**src/pkg/lic_pkg.sv**
```systemverilog
// Functional notes
// - Third indicator select code, resets to receive
// - Codes force on, off, fast or slow blink
// - Combined displays; codes 0110, 1111 show nothing
// - Stretch duration 30, 60, 100 ms; resets 00
// - Stretch enable bit governs all but combined displays, resets 1
// - Combined displays always stretched
// - Link steady on, receive or activity toggles
// - Activity blinks even with link down
// - Full duplex steady on, collision toggles
// - Lowest config bit reserved, reads and resets zero
// - First and second selects; reset speed, link
// - Levels continuous; transmit, receive, collision, activity stretched
package lic_pkg;

  // ---------------------------------------------------------------
  // Clock and timing
  // ---------------------------------------------------------------
  localparam int unsigned CLK_HZ        = 50_000_000;
  localparam int unsigned CYC_PER_MS    = CLK_HZ / 1000;
  localparam int unsigned STR0_MS       = 30;
  localparam int unsigned STR1_MS       = 60;
  localparam int unsigned STR2_MS       = 100;
  localparam int unsigned STR0_CYC      = STR0_MS * CYC_PER_MS;
  localparam int unsigned STR1_CYC      = STR1_MS * CYC_PER_MS;
  localparam int unsigned STR2_CYC      = STR2_MS * CYC_PER_MS;
  localparam int unsigned CNT_W         = 23;
  // Blink divider taps: 2^22 cycles is about 84 ms per half period
  localparam int unsigned FAST_BIT      = 22;
  localparam int unsigned SLOW_BIT      = 24;
  localparam int unsigned NUM_IND       = 3;

  // ---------------------------------------------------------------
  // Register map
  // ---------------------------------------------------------------
  localparam logic [4:0]  CFG_ADDR      = 5'h14;
  localparam logic [15:0] CFG_RESET     = 16'h0422;
  localparam logic [15:0] CFG_WR_MASK   = 16'hfffe;
  localparam logic [15:0] RD_UNMAPPED   = 16'h0000;

  typedef enum logic [3:0] {
    LIC_SEL_SPEED   = 4'h0,
    LIC_SEL_TX      = 4'h1,
    LIC_SEL_RX      = 4'h2,
    LIC_SEL_COL     = 4'h3,
    LIC_SEL_LINK    = 4'h4,
    LIC_SEL_DUPLEX  = 4'h5,
    LIC_SEL_UNUSED6 = 4'h6,
    LIC_SEL_ACT     = 4'h7,
    LIC_SEL_ON      = 4'h8,
    LIC_SEL_OFF     = 4'h9,
    LIC_SEL_FAST    = 4'ha,
    LIC_SEL_SLOW    = 4'hb,
    LIC_SEL_LINK_RX = 4'hc,
    LIC_SEL_LINK_AC = 4'hd,
    LIC_SEL_DUP_COL = 4'he,
    LIC_SEL_UNUSEDF = 4'hf
  } lic_sel_e;

  typedef enum logic [1:0] {
    LIC_DUR_30  = 2'h0,
    LIC_DUR_60  = 2'h1,
    LIC_DUR_100 = 2'h2,
    LIC_DUR_RSV = 2'h3
  } lic_dur_e;

  // Field layout of the configuration word, msb first
  typedef struct packed {
    lic_sel_e sel1;
    lic_sel_e sel2;
    lic_sel_e sel3;
    lic_dur_e dur;
    logic     stretch_en;
    logic     rsvd0;
  } lic_cfg_s;

  typedef struct packed {
    logic speed;
    logic link;
    logic duplex;
    logic tx;
    logic rx;
    logic col;
  } lic_status_s;

  typedef struct packed {
    logic lvl;
    logic evt;
    logic is_event;
    logic combined;
  } lic_src_s;

endpackage

```
**src/verilog/lic_stretch.sv**
```systemverilog
`timescale 1ns/10ps
module lic_stretch #(
  parameter int unsigned CNT_W = lic_pkg::CNT_W
) (
  input  wire logic             clk_sys,
  input  wire logic             rst,
  input  wire logic             evt,
  input  wire logic             en,
  input  wire logic [CNT_W-1:0] dur_cyc,
  output logic                  active
);

  logic [CNT_W-1:0] cnt_r;
  logic [CNT_W-1:0] cnt_nxt;

  // ---------------------------------------------------------------
  // Retriggerable hold counter
  // ---------------------------------------------------------------
  always_comb begin
    cnt_nxt = cnt_r;
    if (!en) begin
      cnt_nxt = '0;
    end else if (evt) begin
      cnt_nxt = dur_cyc;
    end else if (cnt_r != '0) begin
      cnt_nxt = cnt_r - CNT_W'(1);
    end
  end

  always_ff @(posedge clk_sys) begin
    if (rst) begin
      cnt_r <= '0;
    end else begin
      cnt_r <= cnt_nxt;
    end
  end

  // Raw event passes through when stretching is off
  assign active = evt | (en & (cnt_r != '0));

endmodule

```
**src/verilog/lic_top.sv**
```systemverilog
`timescale 1ns/10ps
module lic_top #(
  parameter int unsigned STR0_CYC = lic_pkg::STR0_CYC,
  parameter int unsigned STR1_CYC = lic_pkg::STR1_CYC,
  parameter int unsigned STR2_CYC = lic_pkg::STR2_CYC,
  parameter int unsigned FAST_BIT = lic_pkg::FAST_BIT,
  parameter int unsigned SLOW_BIT = lic_pkg::SLOW_BIT
) (
  input  wire logic                         clk_sys,
  input  wire logic                         rst,
  input  wire logic [4:0]                   mgmt_addr,
  input  wire logic                         mgmt_wr_en,
  input  wire logic [15:0]                  mgmt_wdata,
  output logic      [15:0]                  mgmt_rdata,
  input  wire lic_pkg::lic_status_s         status,
  output logic      [lic_pkg::NUM_IND-1:0]  ind_on
);

  localparam int unsigned CNT_W = lic_pkg::CNT_W;
  localparam int unsigned NI    = lic_pkg::NUM_IND;

  // ---------------------------------------------------------------
  // Elaboration checks
  // ---------------------------------------------------------------
  if (STR0_CYC == 0 || STR1_CYC == 0 || STR2_CYC == 0) begin : g_chk_zero
    $error("Stretch durations must be at least one cycle");
  end
  if (STR0_CYC >= (64'd1 << CNT_W) || STR1_CYC >= (64'd1 << CNT_W) ||
      STR2_CYC >= (64'd1 << CNT_W)) begin : g_chk_wide
    $error("Stretch duration exceeds counter width");
  end
  if (FAST_BIT >= SLOW_BIT) begin : g_chk_blink
    $error("Slow blink tap must be above fast blink tap");
  end

  // ---------------------------------------------------------------
  // Configuration register
  // ---------------------------------------------------------------
  lic_pkg::lic_cfg_s cfg_r;
  lic_pkg::lic_cfg_s cfg_nxt;
  logic [15:0]       rdata_r;
  logic [15:0]       rdata_nxt;
  logic              hit;

  assign hit = (mgmt_addr == lic_pkg::CFG_ADDR);

  always_comb begin
    cfg_nxt   = cfg_r;
    rdata_nxt = lic_pkg::RD_UNMAPPED;
    if (mgmt_wr_en && hit) begin
      // Reserved bit dropped so it can never read back as one
      cfg_nxt = lic_pkg::lic_cfg_s'(mgmt_wdata & lic_pkg::CFG_WR_MASK);
    end
    if (hit) begin
      rdata_nxt = cfg_r;
    end
  end

  always_ff @(posedge clk_sys) begin
    if (rst) begin
      cfg_r   <= lic_pkg::lic_cfg_s'(lic_pkg::CFG_RESET);
      rdata_r <= lic_pkg::RD_UNMAPPED;
    end else begin
      cfg_r   <= cfg_nxt;
      rdata_r <= rdata_nxt;
    end
  end

  assign mgmt_rdata = rdata_r;

  // ---------------------------------------------------------------
  // Blink timebase
  // ---------------------------------------------------------------
  logic [SLOW_BIT:0] blink_r;
  logic [SLOW_BIT:0] blink_nxt;
  logic              fast_blink;
  logic              slow_blink;

  always_comb begin
    blink_nxt = blink_r + (SLOW_BIT+1)'(1);
  end

  always_ff @(posedge clk_sys) begin
    if (rst) begin
      blink_r <= '0;
    end else begin
      blink_r <= blink_nxt;
    end
  end

  assign fast_blink = blink_r[FAST_BIT];
  assign slow_blink = blink_r[SLOW_BIT];

  // ---------------------------------------------------------------
  // Stretch duration choice
  // ---------------------------------------------------------------
  logic [CNT_W-1:0] dur_cyc;

  always_comb begin
    case (cfg_r.dur)
      lic_pkg::LIC_DUR_30:  dur_cyc = CNT_W'(STR0_CYC);
      lic_pkg::LIC_DUR_60:  dur_cyc = CNT_W'(STR1_CYC);
      lic_pkg::LIC_DUR_100: dur_cyc = CNT_W'(STR2_CYC);
      // Reserved code: longest hold, the safest visible choice
      default:              dur_cyc = CNT_W'(STR2_CYC);
    endcase
  end

  // ---------------------------------------------------------------
  // Source decode
  // ---------------------------------------------------------------
  function automatic lic_pkg::lic_src_s pick(
    input lic_pkg::lic_sel_e    sel,
    input lic_pkg::lic_status_s st,
    input logic                 fast,
    input logic                 slow
  );
    lic_pkg::lic_src_s s;
    s = '0;
    case (sel)
      lic_pkg::LIC_SEL_SPEED: begin
        s.lvl = st.speed;
      end
      lic_pkg::LIC_SEL_TX: begin
        s.evt      = st.tx;
        s.is_event = 1'b1;
      end
      lic_pkg::LIC_SEL_RX: begin
        s.evt      = st.rx;
        s.is_event = 1'b1;
      end
      lic_pkg::LIC_SEL_COL: begin
        s.evt      = st.col;
        s.is_event = 1'b1;
      end
      lic_pkg::LIC_SEL_LINK: begin
        s.lvl = st.link;
      end
      lic_pkg::LIC_SEL_DUPLEX: begin
        s.lvl = st.duplex;
      end
      lic_pkg::LIC_SEL_ACT: begin
        s.evt      = st.rx | st.tx;
        s.is_event = 1'b1;
      end
      lic_pkg::LIC_SEL_ON: begin
        s.lvl = 1'b1;
      end
      lic_pkg::LIC_SEL_OFF: begin
        s.lvl = 1'b0;
      end
      lic_pkg::LIC_SEL_FAST: begin
        s.lvl = fast;
      end
      lic_pkg::LIC_SEL_SLOW: begin
        s.lvl = slow;
      end
      lic_pkg::LIC_SEL_LINK_RX: begin
        s.lvl      = st.link;
        s.evt      = st.rx;
        s.combined = 1'b1;
      end
      lic_pkg::LIC_SEL_LINK_AC: begin
        // Activity alone still toggles a dark lamp
        s.lvl      = st.link;
        s.evt      = st.rx | st.tx;
        s.combined = 1'b1;
      end
      lic_pkg::LIC_SEL_DUP_COL: begin
        s.lvl      = st.duplex;
        s.evt      = st.col;
        s.combined = 1'b1;
      end
      default: begin
        s = '0;
      end
    endcase
    return s;
  endfunction

  // ---------------------------------------------------------------
  // Indicator channels
  // ---------------------------------------------------------------
  lic_pkg::lic_sel_e sel [NI];
  logic [NI-1:0]     ind_r;
  logic [NI-1:0]     ind_nxt;

  assign sel[0] = cfg_r.sel1;
  assign sel[1] = cfg_r.sel2;
  assign sel[2] = cfg_r.sel3;

  for (genvar i = 0; i < NI; i++) begin : g_ind
    lic_pkg::lic_src_s src;
    logic              hold_en;
    logic              active;

    assign src = pick(sel[i], status, fast_blink, slow_blink);
    // Combined displays ignore the global stretch enable
    assign hold_en = cfg_r.stretch_en | src.combined;

    lic_stretch #(
      .CNT_W   (CNT_W)
    ) u_stretch (
      .clk_sys (clk_sys),
      .rst     (rst),
      .evt     (src.evt),
      .en      (hold_en),
      .dur_cyc (dur_cyc),
      .active  (active)
    );

    always_comb begin
      if (src.combined) begin
        ind_nxt[i] = src.lvl ^ active;
      end else if (src.is_event) begin
        ind_nxt[i] = active;
      end else begin
        ind_nxt[i] = src.lvl;
      end
    end
  end

  always_ff @(posedge clk_sys) begin
    if (rst) begin
      ind_r <= '0;
    end else begin
      ind_r <= ind_nxt;
    end
  end

  assign ind_on = ind_r;

endmodule

```
**config.mk**
```make
export PLATFORM = sky130hd
export DESIGN_NAME = lic_top
export DESIGN_NICKNAME = d
export VERILOG_FILES = /design/src/pkg/lic_pkg.sv /design/src/verilog/lic_stretch.sv /design/src/verilog/lic_top.sv
export SDC_FILE = /design/constraint.sdc
export NUM_CORES = 1
export LEC_CHECK = 0
export ABC_AREA = 1
export BUFFER_PORTS_ARGS = -buffer_cell sky130_fd_sc_hd__buf_2
export CORE_MARGIN = 2
export CORE_UTILIZATION = 55
export CTS_CLUSTER_DIAMETER = 40
export CTS_CLUSTER_SIZE = 28
export DETAILED_ROUTE_END_ITERATION = 7
export PLACE_DENSITY = 0.82
export RECOVER_POWER = 50
export SKIP_LAST_GASP = 1
export SLEW_MARGIN = 20
export SYNTH_ARGS = -nofsm -noshare
export SYNTH_HDL_FRONTEND = slang
export SYNTH_HIERARCHICAL = 1
export SYNTH_SLANG_ARGS = --single-unit
```
**constraint.sdc**
```tcl
create_clock -name clk_sys -period 2.98 [get_ports clk_sys]
set_input_delay 0.149 -clock clk_sys [delete_from_list [all_inputs] [get_ports clk_sys]]
set_output_delay 0.149 -clock clk_sys [all_outputs]
set_load 0.1 [all_outputs]
```
==> impl_metrics.py <==
metrics = {
    "outcome": {
        "outcome": "completed",
    },
    "synth": {
        "synth_edf_count": 0,
        "yosysUniqueCellTypes": 37,
        "ys_seq_area_share_pct": 33.4,
        "syn-cell-area_mm2": 0.00761,
        "syn-instance-count": 1216,
        "netlist.area_leader.share_pct": 33.4,
        "synth_warnings": 6,
        "synth_async_sr_flop_share_pct": 0,
        "synthFlopType": "dfxtp_1",
        "ys_top_cells_by_area": "dfxtp_1, nand2_1, nor2_1, nand3_1, inv_1",
        "synth_most_common_cell": "nand2_1",
        "synth_common_cells": "nand2_1, nor2_1, dfxtp_1",
        "yosys.area.top_type": "dfxtp_1",
        "ys_ff_latch": 127,
        "synth_area_per_cell_um2": 6.26,
    },
    "route": {
        "wl_per_cell_um": 13.2,
        "num_vias": 7910,
        "drc": 0,
        "postRouteAntennaNets": 0,
        "via_per_inst": 5.30,
        "drt_iter0_drc": 786,
        "drtPass1Iterations": 5,
        "routed_wl_mm": 19.7,
    },
    "power_and_ir_drop": {
        "leakage_nw": 4.00,
        "combPwrFrac_pct": 43.1,
        "internal_power_mw": 4.24,
        "clock_power_share_pct": 26.4,
        "p_seq_share_pct": 30.4,
        "power.density_mw_per_mm2": 850,
        "swShare_pct": 42.6,
        "vdd_drop_max_mv": 0.517,
        "switching_power_mw": 3.15,
    },
    "critical_path": {
        "critPathMaxFanout": 12,
        "path_depth": 16,
        "reg2regPathDepth": 16,
        "slowest_delay_ns": 0.34,
        "worst-endpoint-required_ns": 3.29,
        "crit_top_cell": "nand2_1",
        "crit_type": "reg -> reg",
        "slowest_stage": "dfxtp_1",
        "critPathTopFamily": "simple AND/OR/NAND/NOR gates",
        "cp.arrival_ns": 2.69,
        "start_kind": "flip-flop",
        "endpoint_kind": "flip-flop",
        "cp_num_buf_inv": 3,
        "crit_chain": "inv_1 > nor2_1 > nand2_1 > nand2_1 > a32oi_1 > nand3_1 > inv_2 > nand3_2 > nor2_2 > nand3_2 > inv_1 > a21oi_1 > o21ai_0 > nand2_1 > nand2_1 > nor2_1",
    },
    "clock_tree": {
        "cts_tree": "done",
        "clockBufferDepth": 2,
        "cts.clk_slew.worst_paths_ns": 0.06,
        "cts.sinks": 127,
        "numCtsBuffers": 17,
        "cts_setup_buffers": 0,
        "clk_latency_ns": 0.42,
        "ctsHtreeMaxLevel": 4,
        "cts_root_buf": "clkbuf_16",
    },
    "floorplanning": {
        "rows": 42,
        "die_y_um": 122,
        "ios": 49,
        "core_mm2": 0.0134,
        "initial_core_util_pct": 56.8,
        "dieArea_mm2": 0.0148,
        "die_w_um": 122,
    },
    "global_routing": {
        "antenna_found_initial": 0,
        "grt_usage_pct": 27.6,
        "grt-ovfl-total": 0,
        "grt_pass1_wl_mm": 32.9,
        "grt_pass1_vias": 7319,
        "grt_max_degree": 37,
    },
    "sta": {
        "rsz0062_at_grt": "no",
        "worst_pin_slew_ns": 1.23,
        "fin_skew_ns": 0.00615,
        "finalHoldViolCount": 0,
        "final.setup.tns_ns": 0,
        "min_period_over_period_pct": 80.0,
        "slew_viol_final": 0,
        "finalSetupViolations": 0,
        "fmax_mhz": 419,
        "maxSlewHeadroom_pct": 18.2,
        "fin_crit_ns": 2.38,
    },
    "layout": {
        "seq_area_mm2": 0.00254,
        "fin_util_pct": 64.9,
        "antennaDiodeCount": 0,
        "finalNetCount": 1338,
        "syn2layout_area_growth_pct": 14.2,
        "multi_input_area_mm2": 0.00457,
        "fillers": 1210,
        "drive_gt1_share_pct": 11.5,
    },
    "placed_design": {
        "globalplace.congestion": 0.960,
        "hpwl_mm": 13.7,
        "port_buffers": 46,
    },
    "hold_path": {
        "min_path_cells": 3,
        "hold_class": "in -> reg",
    },
    "job": {
        "max_cap_violations": 0,
    },
}
[state kept, by name, indices dropped and copies added (netlist names)]
name	flops
g_ind.u_stretch/cnt_r	69
blink_r	25
mgmt_rdata	15
ind_on	3
cfg_r	15
[repair_timing]
action	4_1_cts	5_1_grt
gates resized for setup	0	0
hold buffers	9	0
hold endpoints to repair	9	0
[per-layer routing]
layer | track usage, % | wire, um | vias to the layer above
li1 | - | - | 4053
met1 | 34.0 | 8700 | 3525
met2 | 47.3 | 9270 | 288
met3 | 6.60 | 1260 | 44
met4 | 9.34 | 450 | 0
met5 | 0 | 0 | -
[power groups by stage]
stage               Clock, mW  Combinational [mW]  Sequential, mW
floorplan                   0                2.56            2.22
detailed placement          0                3.08            2.27
global placement            0                3.00            2.26
CTS                      1.98                3.13            2.24
global route             2.05                3.63            2.28
finish                   1.95                3.19            2.25
[through the flow]
| stage | setup WS, ns | instances | hold slack, ns | area, um2 | total power, mW |
|---|---|---|---|---|---|
| 4_1_cts | 0.645 | 1492 | 0.0149 | 8740 | 7.34 |
| 6_report | 0.595 | 1492 | 0.0299 | 8690 | 7.39 |
| 2_1_floorplan | 1.00 | 1248 | 0.218 | 7730 | 4.78 |
| 5_1_grt | 0.394 | 1492 | 0.0363 | 8690 | 7.96 |
| 3_5_place_dp | 0.687 | 1452 | 0.373 | 8100 | 5.35 |
| 3_3_place_gp | 0.716 | 1452 | 0.367 | 8100 | 5.26 |
[area by class of cell]
class / instances / area share, %
clock buffers: 21 / 5.30
well taps: 176 / 2.53
multi-input cells: 975 / 52.6
inverters: 119 / 5.14
repair buffers: 64 / 4.15
clock inverters: 10 / 1.04
flip-flops and latches: 127 / 29.3
[cells in the final DEF, fill, tap and decap left out, types with 12 or more instances in the layout]
master | netlist | routed
nand4_1 | 27 | 27
nor2_2 | 33 | 31
or2_2 | 16 | 16
dfxtp_1 | 127 | 127
clkbuf_16 | 0 | 17
inv_1 | 105 | 106
inv_2 | 13 | 12
conb_1 | 2 | 34
o21ai_0 | 48 | 57
a21oi_1 | 64 | 64
nor2_1 | 232 | 236
nand3_1 | 98 | 99
nand2_1 | 306 | 306
clkbuf_1 | 8 | 22
nor3_1 | 14 | 14
nand3b_1 | 21 | 21
buf_2 | 12 | 27
[path summary, 6_finish.rpt]
| check | endpoint | startpoint | slack [ns] |
|---|---|---|---|
| worst min register to register | blink_r[0]$_SDFF_PP0_ | blink_r[0]$_SDFF_PP0_ | 0.45 |
| worst min-delay path | cfg_r[7]$_SDFFE_PP0P_ | mgmt_wdata[7] | 0.03 |
| worst max-delay path | ind_on[2]$_SDFF_PP0_ | cfg_r[5]$_SDFFE_PP1P_ | 0.60 |
| worst max register to register | ind_on[2]$_SDFF_PP0_ | cfg_r[5]$_SDFFE_PP1P_ | 0.60 |
[worst register-to-register path: stages (launching register included)]
cell and delay [ns]:
dfxtp_1 0.34, inv_1 0.13, nor2_1 0.07, nand2_1 0.06
nand2_1 0.05, a32oi_1 0.19, nand3_1 0.21, inv_2 0.12
nand3_2 0.08, nor2_2 0.13, nand3_2 0.25, inv_1 0.25
a21oi_1 0.09, o21ai_0 0.13, nand2_1 0.08, nand2_1 0.06
nor2_1 0.05
[cells by family (layout without fill, tap and decap cells)]
kind of cell / Yosys count / after routing / share of synthesized area [%]
simple gates: 774 / 774 / 45.7
compound gates: 148 / 148 / 10.7
buf+inv: 146 / 214 / 7.75
flops: 127 / 127 / 33.4
xor+xnor: 15 / 15 / 1.73
fa+ha+maj: 4 / 4 / 0.658
other cells: 2 / 34 / 0.0987
(Power assumes the default switching activity.)
